## src/pkg/pepr_regs.svh

```systemverilog
// Register indices, field positions, reset values and timing counts
`ifndef PEPR_REGS_SVH
`define PEPR_REGS_SVH

// Register indices; byte address is four times the index
`define PEPR_IDX_PAGE_SEL     5'h1F
`define PEPR_IDX_PAGED_LO     5'h10
`define PEPR_IDX_PAGED_HI     5'h1E
`define PEPR_IDX_GOOD_CRC     5'h12
`define PEPR_IDX_MODE_CTRL    5'h13
`define PEPR_IDX_PWR_SAVE     5'h14

// Page select values
`define PEPR_PAGE_MAIN        16'h0000
`define PEPR_PAGE_EXT1        16'h0001
`define PEPR_PAGE_EXT2        16'h0002
`define PEPR_PAGE_EXT3        16'h0003

// Good-CRC counter
`define PEPR_CRC_SEEN_BIT     15
`define PEPR_CRC_MAX          14'h270F
`define PEPR_CRC_RST          14'h0000

// Extended mode control fields
`define PEPR_BLINK_EN_BIT     11
`define PEPR_XOVER_LSB        2
`define PEPR_BLINK_EN_RST     1'b0
`define PEPR_XOVER_RST        2'h0

// Power save control fields
`define PEPR_CARR_DIS_BIT     15
`define PEPR_SLEEP_LSB        13
`define PEPR_WAKE_LSB         11
`define PEPR_CARR_DIS_RST     1'b1
`define PEPR_SLEEP_RST        2'h1
`define PEPR_WAKE_RST         2'h0

// Timing: core clock rate and millisecond prescaler
`define PEPR_CLK_MHZ          10
`define PEPR_TICK_TIME_US     1000
`define PEPR_TICK_CYCLES      (`PEPR_TICK_TIME_US * `PEPR_CLK_MHZ)

// Intervals in milliseconds
`define PEPR_SLEEP0_MS        12'd1000
`define PEPR_SLEEP1_MS        12'd2000
`define PEPR_SLEEP2_MS        12'd3000
`define PEPR_SLEEP3_MS        12'd4000
`define PEPR_WAKE0_MS         12'd160
`define PEPR_WAKE1_MS         12'd400
`define PEPR_WAKE2_MS         12'd800
`define PEPR_WAKE3_MS         12'd2000
`define PEPR_BLINK_MS         8'd100

`endif

```

## src/pkg/pepr_pkg.sv

```systemverilog
// Types shared by the extended page 1 register bank
package pepr_pkg;

    typedef struct packed {
        logic        psel;
        logic        penable;
        logic        pwrite;
        logic [7:0]  paddr;
        logic [31:0] pwdata;
    } pepr_apb_req_t;

    typedef struct packed {
        logic [31:0] prdata;
        logic        pready;
        logic        pslverr;
    } pepr_apb_rsp_t;

    typedef enum logic [1:0] {
        PEPR_MDI_AUTO = 2'h0,
        PEPR_MDI_RSVD = 2'h1,
        PEPR_MDI_MDI  = 2'h2,
        PEPR_MDI_MDIX = 2'h3
    } pepr_mdi_t;

    typedef enum logic [1:0] {
        PEPR_PM_AWAKE = 2'h0,
        PEPR_PM_COUNT = 2'h1,
        PEPR_PM_SLEEP = 2'h3
    } pepr_pm_state_t;

endpackage

```

## src/verilog/pepr_ms_timer.sv

```systemverilog
// Millisecond interval timer driven by a prescaler tick
`timescale 1ns/1ps
module pepr_ms_timer (
    input  wire logic        clk_i,
    input  wire logic        rst_i,
    input  wire logic        tick_i,
    input  wire logic        run_i,
    input  wire logic [11:0] limit_i,
    output logic             expired_o
);
    logic [11:0] cnt_q;
    logic [11:0] cnt_d;
    wire         at_end = cnt_q >= (limit_i - 12'h001);
    wire         fire   = run_i && tick_i && at_end;

    assign cnt_d = !run_i ? 12'h000 :
                   fire   ? 12'h000 :
                   tick_i ? cnt_q + 12'h001 : cnt_q;

    always_ff @(posedge clk_i or posedge rst_i) begin
        if (rst_i) begin
            cnt_q     <= 12'h000;
            expired_o <= 1'b0;
        end else begin
            cnt_q     <= cnt_d;
            expired_o <= fire;
        end
    end
endmodule

```

## src/verilog/pepr_top.sv

```systemverilog
// Extended page 1 register bank with page steering behind an APB slave
// Summary of operation
// - Writing zero restores main space for 16-30.
// - Page one steers addresses 16-30 to page one.
// - Addresses 0-15 ignore the page select.
// - Counter top bit flags packets, clears on read.
// - Low fourteen bits count good packets modulo 10000.
// - Count wraps from 9999 to zero, no saturation.
// - Reading clears counter; counter resets to zero.
// - Mode bit 11 enables blink after hold release.
// - Crossover field selects auto, MDI or MDI-X.
// - Power bit 15 disables carrier extension.
// - Sleep field selects one to four seconds.
// - Wake field selects 160/400/800 ms or 2 s.
// - Page select also accepts pages two and three.
//
// Implementation choice: the APB interface to the registers.
`timescale 1ns/1ps
`include "pepr_regs.svh"
module pepr_top #(
    parameter int unsigned TICK_CYCLES = `PEPR_TICK_CYCLES
) (
    input  wire logic                   SYS_CLK_I,
    input  wire logic                   RST_I,
    input  wire pepr_pkg::pepr_apb_req_t APB_REQ_I,
    output pepr_pkg::pepr_apb_rsp_t     APB_RSP_O,
    input  wire logic                   GOOD_PKT_I,
    input  wire logic                   LOW_POWER_HOLD_I,
    input  wire logic                   LINK_ENERGY_I,
    output logic                        LED_BLINK_O,
    output pepr_pkg::pepr_mdi_t         MDI_MODE_O,
    output logic                        CARRIER_EXT_DIS_O,
    output logic                        SLEEP_O,
    output logic                        WAKE_O
);
    import pepr_pkg::*;

    // Bus response and page state
    logic [31:0]    prdata_q;
    logic           pready_q;
    logic           pslverr_q;
    logic [15:0]    page_q;
    logic [15:0]    main_q [0:30];
    logic [15:0]    ext_q  [0:1][0:14];

    // Page 1 fields
    logic [13:0]    cnt_q;
    logic [13:0]    cnt_d;
    logic           seen_q;
    logic           blink_en_q;
    logic [1:0]     xover_q;
    logic           carr_dis_q;
    logic [1:0]     sleep_sel_q;
    logic [1:0]     wake_sel_q;

    // Pin synchronisers, blink and power state
    logic [1:0]     sync1_q;
    logic [1:0]     sync2_q;
    logic           hold_prev_q;
    logic [7:0]     blink_cnt_q;
    logic [7:0]     blink_cnt_d;
    logic [15:0]    presc_q;
    logic           tick_q;
    pepr_pm_state_t pm_q;
    pepr_pm_state_t pm_d;
    pepr_mdi_t      mdi_q;
    logic           sleep_exp;
    logic           wake_exp;

    // Address decode
    wire [4:0]  idx      = APB_REQ_I.paddr[6:2];
    wire [15:0] wdata    = APB_REQ_I.pwdata[15:0];
    wire        addr_ok  = !APB_REQ_I.paddr[7] &&
                           (APB_REQ_I.paddr[1:0] == 2'h0);
    wire        acc_go   = APB_REQ_I.psel && APB_REQ_I.penable && !pready_q;
    wire        wr_go    = acc_go && APB_REQ_I.pwrite && addr_ok;
    wire        rd_go    = acc_go && !APB_REQ_I.pwrite && addr_ok;
    wire        is_pgreg = idx == `PEPR_IDX_PAGE_SEL;
    wire        is_paged = (idx >= `PEPR_IDX_PAGED_LO) &&
                           (idx <= `PEPR_IDX_PAGED_HI);
    wire        sel_main = (!is_paged && !is_pgreg) ||
                           (is_paged && page_q == `PEPR_PAGE_MAIN);
    wire        sel_p1   = is_paged && page_q == `PEPR_PAGE_EXT1;
    wire        sel_px   = is_paged && (page_q == `PEPR_PAGE_EXT2 ||
                                        page_q == `PEPR_PAGE_EXT3);
    wire        ext_pg   = page_q[0];
    wire        p1_mode  = sel_p1 && idx == `PEPR_IDX_MODE_CTRL;
    wire        p1_pwr   = sel_p1 && idx == `PEPR_IDX_PWR_SAVE;
    wire        crc_rd   = rd_go && sel_p1 && idx == `PEPR_IDX_GOOD_CRC;

    // Read data selection
    wire [15:0] crc_word  = {seen_q, 1'b0, cnt_q};
    wire [15:0] mode_word = {4'h0, blink_en_q, 7'h00, xover_q, 2'h0};
    wire [15:0] pwr_word  = {carr_dis_q, sleep_sel_q, wake_sel_q, 11'h000};
    wire [15:0] p1_rdata  = idx == `PEPR_IDX_GOOD_CRC ? crc_word :
                            p1_mode ? mode_word :
                            p1_pwr  ? pwr_word : 16'h0000;
    wire [15:0] rdata16   = !addr_ok ? 16'h0000 :
                            is_pgreg ? page_q :
                            sel_p1   ? p1_rdata :
                            sel_px   ? ext_q[ext_pg][idx[3:0]] :
                            sel_main ? main_q[idx] : 16'h0000;

    assign APB_RSP_O = '{prdata: prdata_q, pready: pready_q,
                         pslverr: pslverr_q};

    // Single wait state: data and ready are registered together
    always_ff @(posedge SYS_CLK_I or posedge RST_I) begin
        if (RST_I) begin
            prdata_q  <= 32'h0000_0000;
            pready_q  <= 1'b0;
            pslverr_q <= 1'b0;
        end else begin
            pready_q  <= acc_go;
            pslverr_q <= acc_go && !addr_ok;
            if (acc_go) begin
                prdata_q <= {16'h0000, rdata16};
            end
        end
    end

    always_ff @(posedge SYS_CLK_I or posedge RST_I) begin
        if (RST_I) begin
            page_q <= `PEPR_PAGE_MAIN;
        end else if (wr_go && is_pgreg) begin
            page_q <= wdata;
        end
    end

    // Main space storage, one word per address 0 to 30
    genvar gi;
    genvar gp;
    generate
        for (gi = 0; gi < 31; gi++) begin : g_main
            always_ff @(posedge SYS_CLK_I or posedge RST_I) begin
                if (RST_I) begin
                    main_q[gi] <= 16'h0000;
                end else if (wr_go && sel_main && idx == 5'(gi)) begin
                    main_q[gi] <= wdata;
                end
            end
        end
        for (gp = 0; gp < 2; gp++) begin : g_pg
            for (gi = 0; gi < 15; gi++) begin : g_ext
                always_ff @(posedge SYS_CLK_I or posedge RST_I) begin
                    if (RST_I) begin
                        ext_q[gp][gi] <= 16'h0000;
                    end else if (wr_go && sel_px && ext_pg == 1'(gp) &&
                                 idx[3:0] == 4'(gi)) begin
                        ext_q[gp][gi] <= wdata;
                    end
                end
            end
        end
    endgenerate

    // Good-CRC counter; a packet in the clearing cycle still counts
    wire [13:0] cnt_inc = (cnt_q == `PEPR_CRC_MAX) ? 14'h0000 :
                          cnt_q + 14'h0001;
    assign cnt_d = crc_rd ? (GOOD_PKT_I ? 14'h0001 : 14'h0000) :
                   GOOD_PKT_I ? cnt_inc : cnt_q;

    always_ff @(posedge SYS_CLK_I or posedge RST_I) begin
        if (RST_I) begin
            cnt_q  <= `PEPR_CRC_RST;
            seen_q <= 1'b0;
        end else begin
            cnt_q  <= cnt_d;
            seen_q <= GOOD_PKT_I || (seen_q && !crc_rd);
        end
    end

    // Page 1 control fields
    always_ff @(posedge SYS_CLK_I or posedge RST_I) begin
        if (RST_I) begin
            blink_en_q  <= `PEPR_BLINK_EN_RST;
            xover_q     <= `PEPR_XOVER_RST;
            carr_dis_q  <= `PEPR_CARR_DIS_RST;
            sleep_sel_q <= `PEPR_SLEEP_RST;
            wake_sel_q  <= `PEPR_WAKE_RST;
        end else if (wr_go && p1_mode) begin
            blink_en_q  <= wdata[`PEPR_BLINK_EN_BIT];
            xover_q     <= wdata[`PEPR_XOVER_LSB +: 2];
        end else if (wr_go && p1_pwr) begin
            carr_dis_q  <= wdata[`PEPR_CARR_DIS_BIT];
            sleep_sel_q <= wdata[`PEPR_SLEEP_LSB +: 2];
            wake_sel_q  <= wdata[`PEPR_WAKE_LSB +: 2];
        end
    end

    // Reserved crossover code behaves as automatic
    wire pepr_mdi_t mdi_sel = (xover_q == 2'h1) ? PEPR_MDI_AUTO :
                              pepr_mdi_t'(xover_q);
    assign CARRIER_EXT_DIS_O = carr_dis_q;
    assign MDI_MODE_O        = mdi_q;

    // Two-stage synchronisers: bit 0 hold input, bit 1 link energy
    wire hold_s    = sync2_q[0];
    wire energy_s  = sync2_q[1];
    wire released  = hold_prev_q && !hold_s;
    assign blink_cnt_d = (released && blink_en_q) ? `PEPR_BLINK_MS :
                         (tick_q && blink_cnt_q != 8'h00) ?
                         blink_cnt_q - 8'h01 : blink_cnt_q;

    always_ff @(posedge SYS_CLK_I or posedge RST_I) begin
        if (RST_I) begin
            sync1_q     <= 2'h0;
            sync2_q     <= 2'h0;
            hold_prev_q <= 1'b0;
            blink_cnt_q <= 8'h00;
            LED_BLINK_O <= 1'b0;
            mdi_q       <= PEPR_MDI_AUTO;
        end else begin
            sync1_q     <= {LINK_ENERGY_I, LOW_POWER_HOLD_I};
            sync2_q     <= sync1_q;
            hold_prev_q <= hold_s;
            blink_cnt_q <= blink_cnt_d;
            LED_BLINK_O <= blink_cnt_d != 8'h00;
            mdi_q       <= mdi_sel;
        end
    end

    // Millisecond prescaler from the core clock
    wire presc_end = presc_q == 16'(TICK_CYCLES - 1);
    always_ff @(posedge SYS_CLK_I or posedge RST_I) begin
        if (RST_I) begin
            presc_q <= 16'h0000;
            tick_q  <= 1'b0;
        end else begin
            presc_q <= presc_end ? 16'h0000 : presc_q + 16'h0001;
            tick_q  <= presc_end;
        end
    end

    // Interval selection
    wire [11:0] sleep_ms = sleep_sel_q == 2'h0 ? `PEPR_SLEEP0_MS :
                           sleep_sel_q == 2'h1 ? `PEPR_SLEEP1_MS :
                           sleep_sel_q == 2'h2 ? `PEPR_SLEEP2_MS :
                           `PEPR_SLEEP3_MS;
    wire [11:0] wake_ms  = wake_sel_q == 2'h0 ? `PEPR_WAKE0_MS :
                           wake_sel_q == 2'h1 ? `PEPR_WAKE1_MS :
                           wake_sel_q == 2'h2 ? `PEPR_WAKE2_MS :
                           `PEPR_WAKE3_MS;

    pepr_ms_timer u_sleep_tmr (
        .clk_i     (SYS_CLK_I),
        .rst_i     (RST_I),
        .tick_i    (tick_q),
        .run_i     (pm_q == PEPR_PM_COUNT && !energy_s),
        .limit_i   (sleep_ms),
        .expired_o (sleep_exp)
    );

    pepr_ms_timer u_wake_tmr (
        .clk_i     (SYS_CLK_I),
        .rst_i     (RST_I),
        .tick_i    (tick_q),
        .run_i     (pm_q == PEPR_PM_SLEEP && !energy_s),
        .limit_i   (wake_ms),
        .expired_o (wake_exp)
    );

    // Power state: no energy starts the sleep wait, energy wakes at once
    always_comb begin
        pm_d = pm_q;
        case (pm_q)
            PEPR_PM_AWAKE: begin
                if (!energy_s) begin
                    pm_d = PEPR_PM_COUNT;
                end
            end
            PEPR_PM_COUNT: begin
                if (energy_s) begin
                    pm_d = PEPR_PM_AWAKE;
                end else if (sleep_exp) begin
                    pm_d = PEPR_PM_SLEEP;
                end
            end
            PEPR_PM_SLEEP: begin
                if (energy_s) begin
                    pm_d = PEPR_PM_AWAKE;
                end
            end
            default: begin
                pm_d = PEPR_PM_AWAKE;
            end
        endcase
    end

    always_ff @(posedge SYS_CLK_I or posedge RST_I) begin
        if (RST_I) begin
            pm_q    <= PEPR_PM_AWAKE;
            SLEEP_O <= 1'b0;
            WAKE_O  <= 1'b0;
        end else begin
            pm_q    <= pm_d;
            SLEEP_O <= pm_d == PEPR_PM_SLEEP;
            WAKE_O  <= wake_exp && pm_d == PEPR_PM_SLEEP;
        end
    end
endmodule

```

## config.mk

```make
export PLATFORM = sky130hd
export DESIGN_NAME = pepr_top
export DESIGN_NICKNAME = d
export VERILOG_FILES = /design/src/pkg/pepr_pkg.sv /design/src/verilog/pepr_ms_timer.sv /design/src/verilog/pepr_top.sv
export VERILOG_INCLUDE_DIRS = /design/src /design/src/pkg
export SDC_FILE = /design/constraint.sdc
export NUM_CORES = 2
export LEC_CHECK = 0
export BUFFER_PORTS_ARGS = -buffer_cell sky130_fd_sc_hd__buf_2
export CAP_MARGIN = 20
export CORE_ASPECT_RATIO = 1.75
export CORE_UTILIZATION = 48
export CTS_BUF_LIST = sky130_fd_sc_hd__clkbuf_8 sky130_fd_sc_hd__clkbuf_16
export DETAILED_ROUTE_END_ITERATION = 8
export GPL_ROUTABILITY_DRIVEN = 0
export HOLD_SLACK_MARGIN = 0.03
export SLEW_MARGIN = 20
export SYNTH_ARGS = -nofsm -noshare
export SYNTH_HDL_FRONTEND = slang
export SYNTH_SLANG_ARGS = --single-unit
```

## constraint.sdc

```tcl
create_clock -name SYS_CLK_I -period 57.7 [get_ports SYS_CLK_I]
set_clock_uncertainty 0.05 [all_clocks]
set_input_delay 14.425 -clock SYS_CLK_I [delete_from_list [all_inputs] [get_ports SYS_CLK_I]]
set_output_delay 14.425 -clock SYS_CLK_I [all_outputs]
set_load 0.005 [all_outputs]
```

# ---- Yosys cells after proc, flatten, opt, wreduce, memory -nomap -nowiden
# Cells that the tools add are included.
dict set report word_totals {
  latch_bits 0
  mem_bits_ro 0
  wordCells 327
  in_bits 48
  register_bits 1096
  ramBits 0
  output_inout_bits 40
  mem_count 0
}
dict set report op_classes {
  bitwise 5
  muxes 42
  eq_ne 60
  order_cmp 7
  reduce_logical 119
  addsub 7
  div_mod_pow 0
  multipliers 0
  shift 0
}
# cell count
set op_table {}
lappend op_table {{$mux 240} 3}
lappend op_table {{$mux 16} 13}
lappend op_table {{$logic_and 1x1->1} 96}
lappend op_table {{$mux 12} 8}
lappend op_table {{$bmux 16 s5} 1}
lappend op_table {{$eq 5x5->1 const B} 16}
lappend op_table {{$bmux 16 s4} 1}
lappend op_table {{$mux 11} 4}
lappend op_table {{$mux 14} 3}
lappend op_table {{$eq 5x4->1 const B} 8}
lappend op_table {{$eq 16x2->1 const B} 2}
lappend op_table {{$eq 4x4->1 const B} 7}
lappend op_table {{$add 12x1->12 const B} 2}
lappend op_table {{$ge 12x12->1} 2}
lappend op_table {{$eq 5x3->1 const B} 4}
lappend op_table {{$add 16x1->16 const B} 1}
lappend op_table {{$eq 16x1->1 const B} 1}
lappend op_table {{$eq 16x14->1 const B} 1}
lappend op_table {{$eq 4x3->1 const B} 4}
lappend op_table {{$logic_not 16->1} 1}
lappend op_table {{$mux 8} 2}
lappend op_table {{$reduce_bool 8->1} 2}
lappend op_table {{$add 14x1->14 const B} 1}
lappend op_table {{$eq 14x14->1 const B} 1}
lappend op_table {{other kinds (28)} 56}

# ---- Depth between registers and ports, before layout
dict set report logic_depth {
  depth_word 11
  mapped_depth 11
  mapped_depth_nobuf 9
}

# ---- Modules after synthesis
# A second synthesis with hierarchy kept.
dict set report hier_totals {
  hier_cells 3721
  area_unflattened_um2 51876.0
}
# module seq_area_each_um2 n_inst cells_per_inst area_per_inst_um2
set modules_own_cells {}
lappend modules_own_cells {pepr_top 26778.2 1 3451 49466.2}
lappend modules_own_cells {pepr_ms_timer 325.3 2 135 1204.9}

# ---- Worst setup path before layout
# OpenSTA, ideal clock, no wires.
dict set report synth_timing {
  path_kind {input to register}
  from {input port APB_REQ_I[34] (netlist bit)}
  to {register main_q[16] (netlist bit)}
  path_slack_ns 41.180
  arrival_time_ns 16.345
  setup_time_ns 0.125
  path_buffers 4
  cell_stages 10
  t_required_ns 57.525
  path_cell_list {buf_4 -> nand4_2 -> nor4b_4 -> nand3_2 -> nor2_1 -> buf_4 -> and3_1 -> buf_4 -> buf_6 -> mux2_2}
}
dict set report synth_between {
  elab_chain_cells 7
  elab_cells_between_ends 12
  cone_classes {2 x order compare; 2 x eq/ne; 8 x reduce/logical}
}
# item line_no
set synth_lines {}
lappend synth_lines {{start, declared} pepr_top.sv:25} ;# input wire pepr_pkg::pepr_apb_req_t APB_REQ_I,
lappend synth_lines {{$ge 5x5->1 (no source line) / $le 5x5->1 (equally long branches)} --}
lappend synth_lines {{$logic_and 1x1->1} pepr_top.sv:79} ;# wire is_paged = (idx >= `PEPR_IDX_PAGED_LO) &&
lappend synth_lines {{$logic_not 1->1} pepr_top.sv:81} ;# wire sel_main = (!is_paged && !is_pgreg) ||
lappend synth_lines {{$logic_and 1x1->1} pepr_top.sv:81}
lappend synth_lines {{$logic_or 1x1->1} pepr_top.sv:81}
lappend synth_lines {{$logic_and 1x1->1} pepr_top.sv:138} ;# end else if (wr_go && sel_main && idx == 5'(gi)) begin
lappend synth_lines {{$logic_and 1x1->1 *} pepr_top.sv:138}
lappend synth_lines {{end signal, assigned by index} pepr_top.sv:139} ;# main_q[gi] <= wdata;
lappend synth_lines {{end, declared} pepr_top.sv:43} ;# logic [15:0] main_q [0:30];
# Mark *: on every way between the ends. The rest lies on a longest branch, timed or not.
# A chain may end at the register's enable or synchronous reset.

# ---- Worst setup path after layout
dict set report layout_timing {
  from {input port APB_REQ_I[34] (netlist bit)}
  to {register prdata_q[9]}
}
dict set report layout_between {
  elab_chain_cells 10
  elab_cells_between_ends 29
  cone_classes {2 x order compare; 3 x eq/ne; 13 x mux; 2 x bitwise; 9 x reduce/logical}
}
# item line_no
set layout_lines {}
lappend layout_lines {{parallel branches: the longest is 8 deep, another holds $bmux 16 s5} --}
lappend layout_lines {{$mux 16 *} pepr_top.sv:99} ;# is_pgreg ? page_q :
lappend layout_lines {{$mux 16 *} pepr_top.sv:98} ;# wire [15:0] rdata16 = !addr_ok ? 16'h0000 :
lappend layout_lines {{end signal, assigned} pepr_top.sv:117} ;# prdata_q <= {16'h0000, rdata16};
lappend layout_lines {{end, declared} pepr_top.sv:39} ;# logic [31:0] prdata_q;
# Every way passes the cells marked *. The select of a mux whose other input is x is not followed.

==> reports/results.ini <==
[run_status]
status=completed

[timing]
relSlewSlack_pct=25.1
period_needed_ns=18.06
tns_ns=0
worst_pin_slew_ns=1.10
fin_ws_ns=39.64
setup-violations-final=0
finalHoldViolCount=0
rsz0062_at_grt=no
max_freq_mhz=55.4
drv_slew=0
fin_crit_sh_pct=31.3

[clock_tree]
clock_latency_ns=0.71
cts_tree=done
cts_buffers=100
cts_hold_buf=0
post_cts_buffers=0
ctsResizeCount=0
root_buffer=clkbuf_16
clock_sinks=1096
htreeDepth=3
clkSlewWorstSetupHoldPaths_ns=0.07
cts.path.max_buffers=3

[place]
place_ws_ns=38.52
dp_hpwl_um=92400
port-buffer-count=55

[global_route]
antenna_found_initial=6
grt_overflow_total=0
grt_max_degree=124
grt_usage_pct=27.1
grt_pass1_vias=33500
grt_pass1_wl_um=219000

[drt]
vias=30600
ant_nets=0
routed_wl_um=146000
wl_per_cell_um=29.5
route.detailed.drc=0
drt_first_pass_iters=6
viasPerCell=6.20
first_iter_violations=2263

[die]
core_um2=107000
die_w_um=251
die_area_um2=109000
die_h_um=437
fp-row-count=159
num_io_pins=88
start_util_pct=48.4

[setup_path]
required_ns=58.25
cp-end-kind=flop
criticalPathCategory=primary input to flop
start_kind=primary input
arrival_ns=18.61
path_max_fanout=90

[synthesis]
ys_seq_area_share_pct=52.9
syn_inst=3566
ys_types=85
ys_dominant_reg_cell=dfrtp_1
synth_area_um2=51900
yosysTopAreaCellShare_pct=52.8
ys_seq_elements=1096
yosys_warnings=0
synth_edf_count=0
synth_area_leaders=dfrtp_1, mux2_2, mux4_2
synthArstFlopShare_pct=100
yosysTopAreaCell=dfrtp_1
syn_area_per_cell_um2=14.5

[pwr]
leakage_uw=0.0284
peakVddDrop_uv=20.0
power_density_nw_per_um2=27.4

[finish]
nFillCells=8764
multi_input_area_um2=22800
area_growth_pct=8.41
final_common_cell=dfrtp_1
final_cell_mix=dfrtp_1, mux2_2, mux4_2
layout.nets=3554
seq_area_um2=27400
drive_gt1_share_pct=40.4

[flow_run]
cap_violations=0

[min_path]
min_path_type=flop to flop

==> stage by stage <==
step                hold slack (ns)  area, um^2  total power [uW]  instances  util (%)
finish                        0.310       56200              1540       4940      52.4
global route                  0.322       56200              1590       4938      52.4
CTS                           0.312       56200              1560       4937      52.4
detailed placement            0.290       52800               877       4750      49.3
global placement              0.299       52800               874       4749      49.3
floorplan                     0.281       51900               847       3583         -
==> sequential cells by signal, summed over array words and instances, names as in the netlist, 2 cells and up <==
signal	cells
blink_cnt_q	8
MDI_MODE_O	2
ext_q	480
xover_q	2
sync2_q	2
cnt_q	14
u_wake_tmr.cnt_q	12
pm_q	2
prdata_q	16
sync1_q	2
sleep_sel_q	2
wake_sel_q	2
u_sleep_tmr.cnt_q	12
presc_q	16
main_q	496
page_q	16
==> cells by family after synthesis <==
family	Yosys count	synth area share (%)
adders and majority gates	21	0.506
AOI/OAI and AO/OA	305	3.96
DFF	1096	52.9
other	2	0.0145
buffers and inverters	345	3.43
xor gates and xnor gates	32	0.540
and+or+nand+nor	450	5.36
muxes	1315	33.3
==> Yosys cell counts, drive strengths merged (20+ instances only) <==
cell type  instances
and3              29
buf              193
a21oi             58
mux2            1004
ha                21
o22ai             27
nor2              93
nand2            125
clkbuf           133
mux2i            118
mux4             193
nand3             35
nand4             43
o21ai             59
nor4              21
xnor2             20
a22oi             34
dfrtp           1094
==> layout make-up <==
type	instances	share of cell area (%)
sequential	1096	48.8
multi-input combinational	2142	40.5
clock buffer	126	5.09
tap	1368	3.04
timing repair buffer	126	1.59
clock inverter	61	0.874
inverter	19	0.140
antenna	2	0.00890
==> per-layer routing <==
metal / wire length (um) / up-vias / share of wire [%] / global-route usage (%)
li1: - / 13000 / - / -
met1: 54000 / 16500 / 37 / 30.9
met2: 75800 / 821 / 52 / 47.8
met3: 5900 / 316 / 4.0 / 3.85
met4: 10000 / 8 / 6.9 / 17.0
met5: 54 / - / 0.037 / 0
==> where the power goes <==
part	leakage, uW	switching (uW)	internal, uW	total [uW]
sequential	0.0152	5.63	774	779
clock	0.00176	300	381	681
combinational	0.0114	62.5	20.5	83.0
total	0.0284	368	1180	1540
==> critical path: stages <==
cell       delay [ns]
buf_8            0.30
buf_12           0.54
buf_4            0.66
mux4_2           0.58
mux2i_1          0.61
nor2_1           0.08
a2111oi_0        0.58
o21ai_0          0.22
a221o_1          0.37
==> path summary, 6_finish.rpt <==
path | start | endpoint | slack [ns] | depth (start not counted)
worst max-delay path | APB_REQ_I[34] | prdata_q[9] | 39.64 | 9
worst min-delay path | sync1_q[1] | sync2_q[1] | 0.31 | 0
worst max register to register | page_q[0] | prdata_q[9] | 53.59 | 7
worst min register to register | sync1_q[1] | sync2_q[1] | 0.31 | 0
max in group asynchronous | RST_I | ext_q[327] | 39.75 | 6
min in group asynchronous | RST_I | presc_q[7] | 13.87 | 2
No activity file was read; power rests on OpenSTA's default activity.
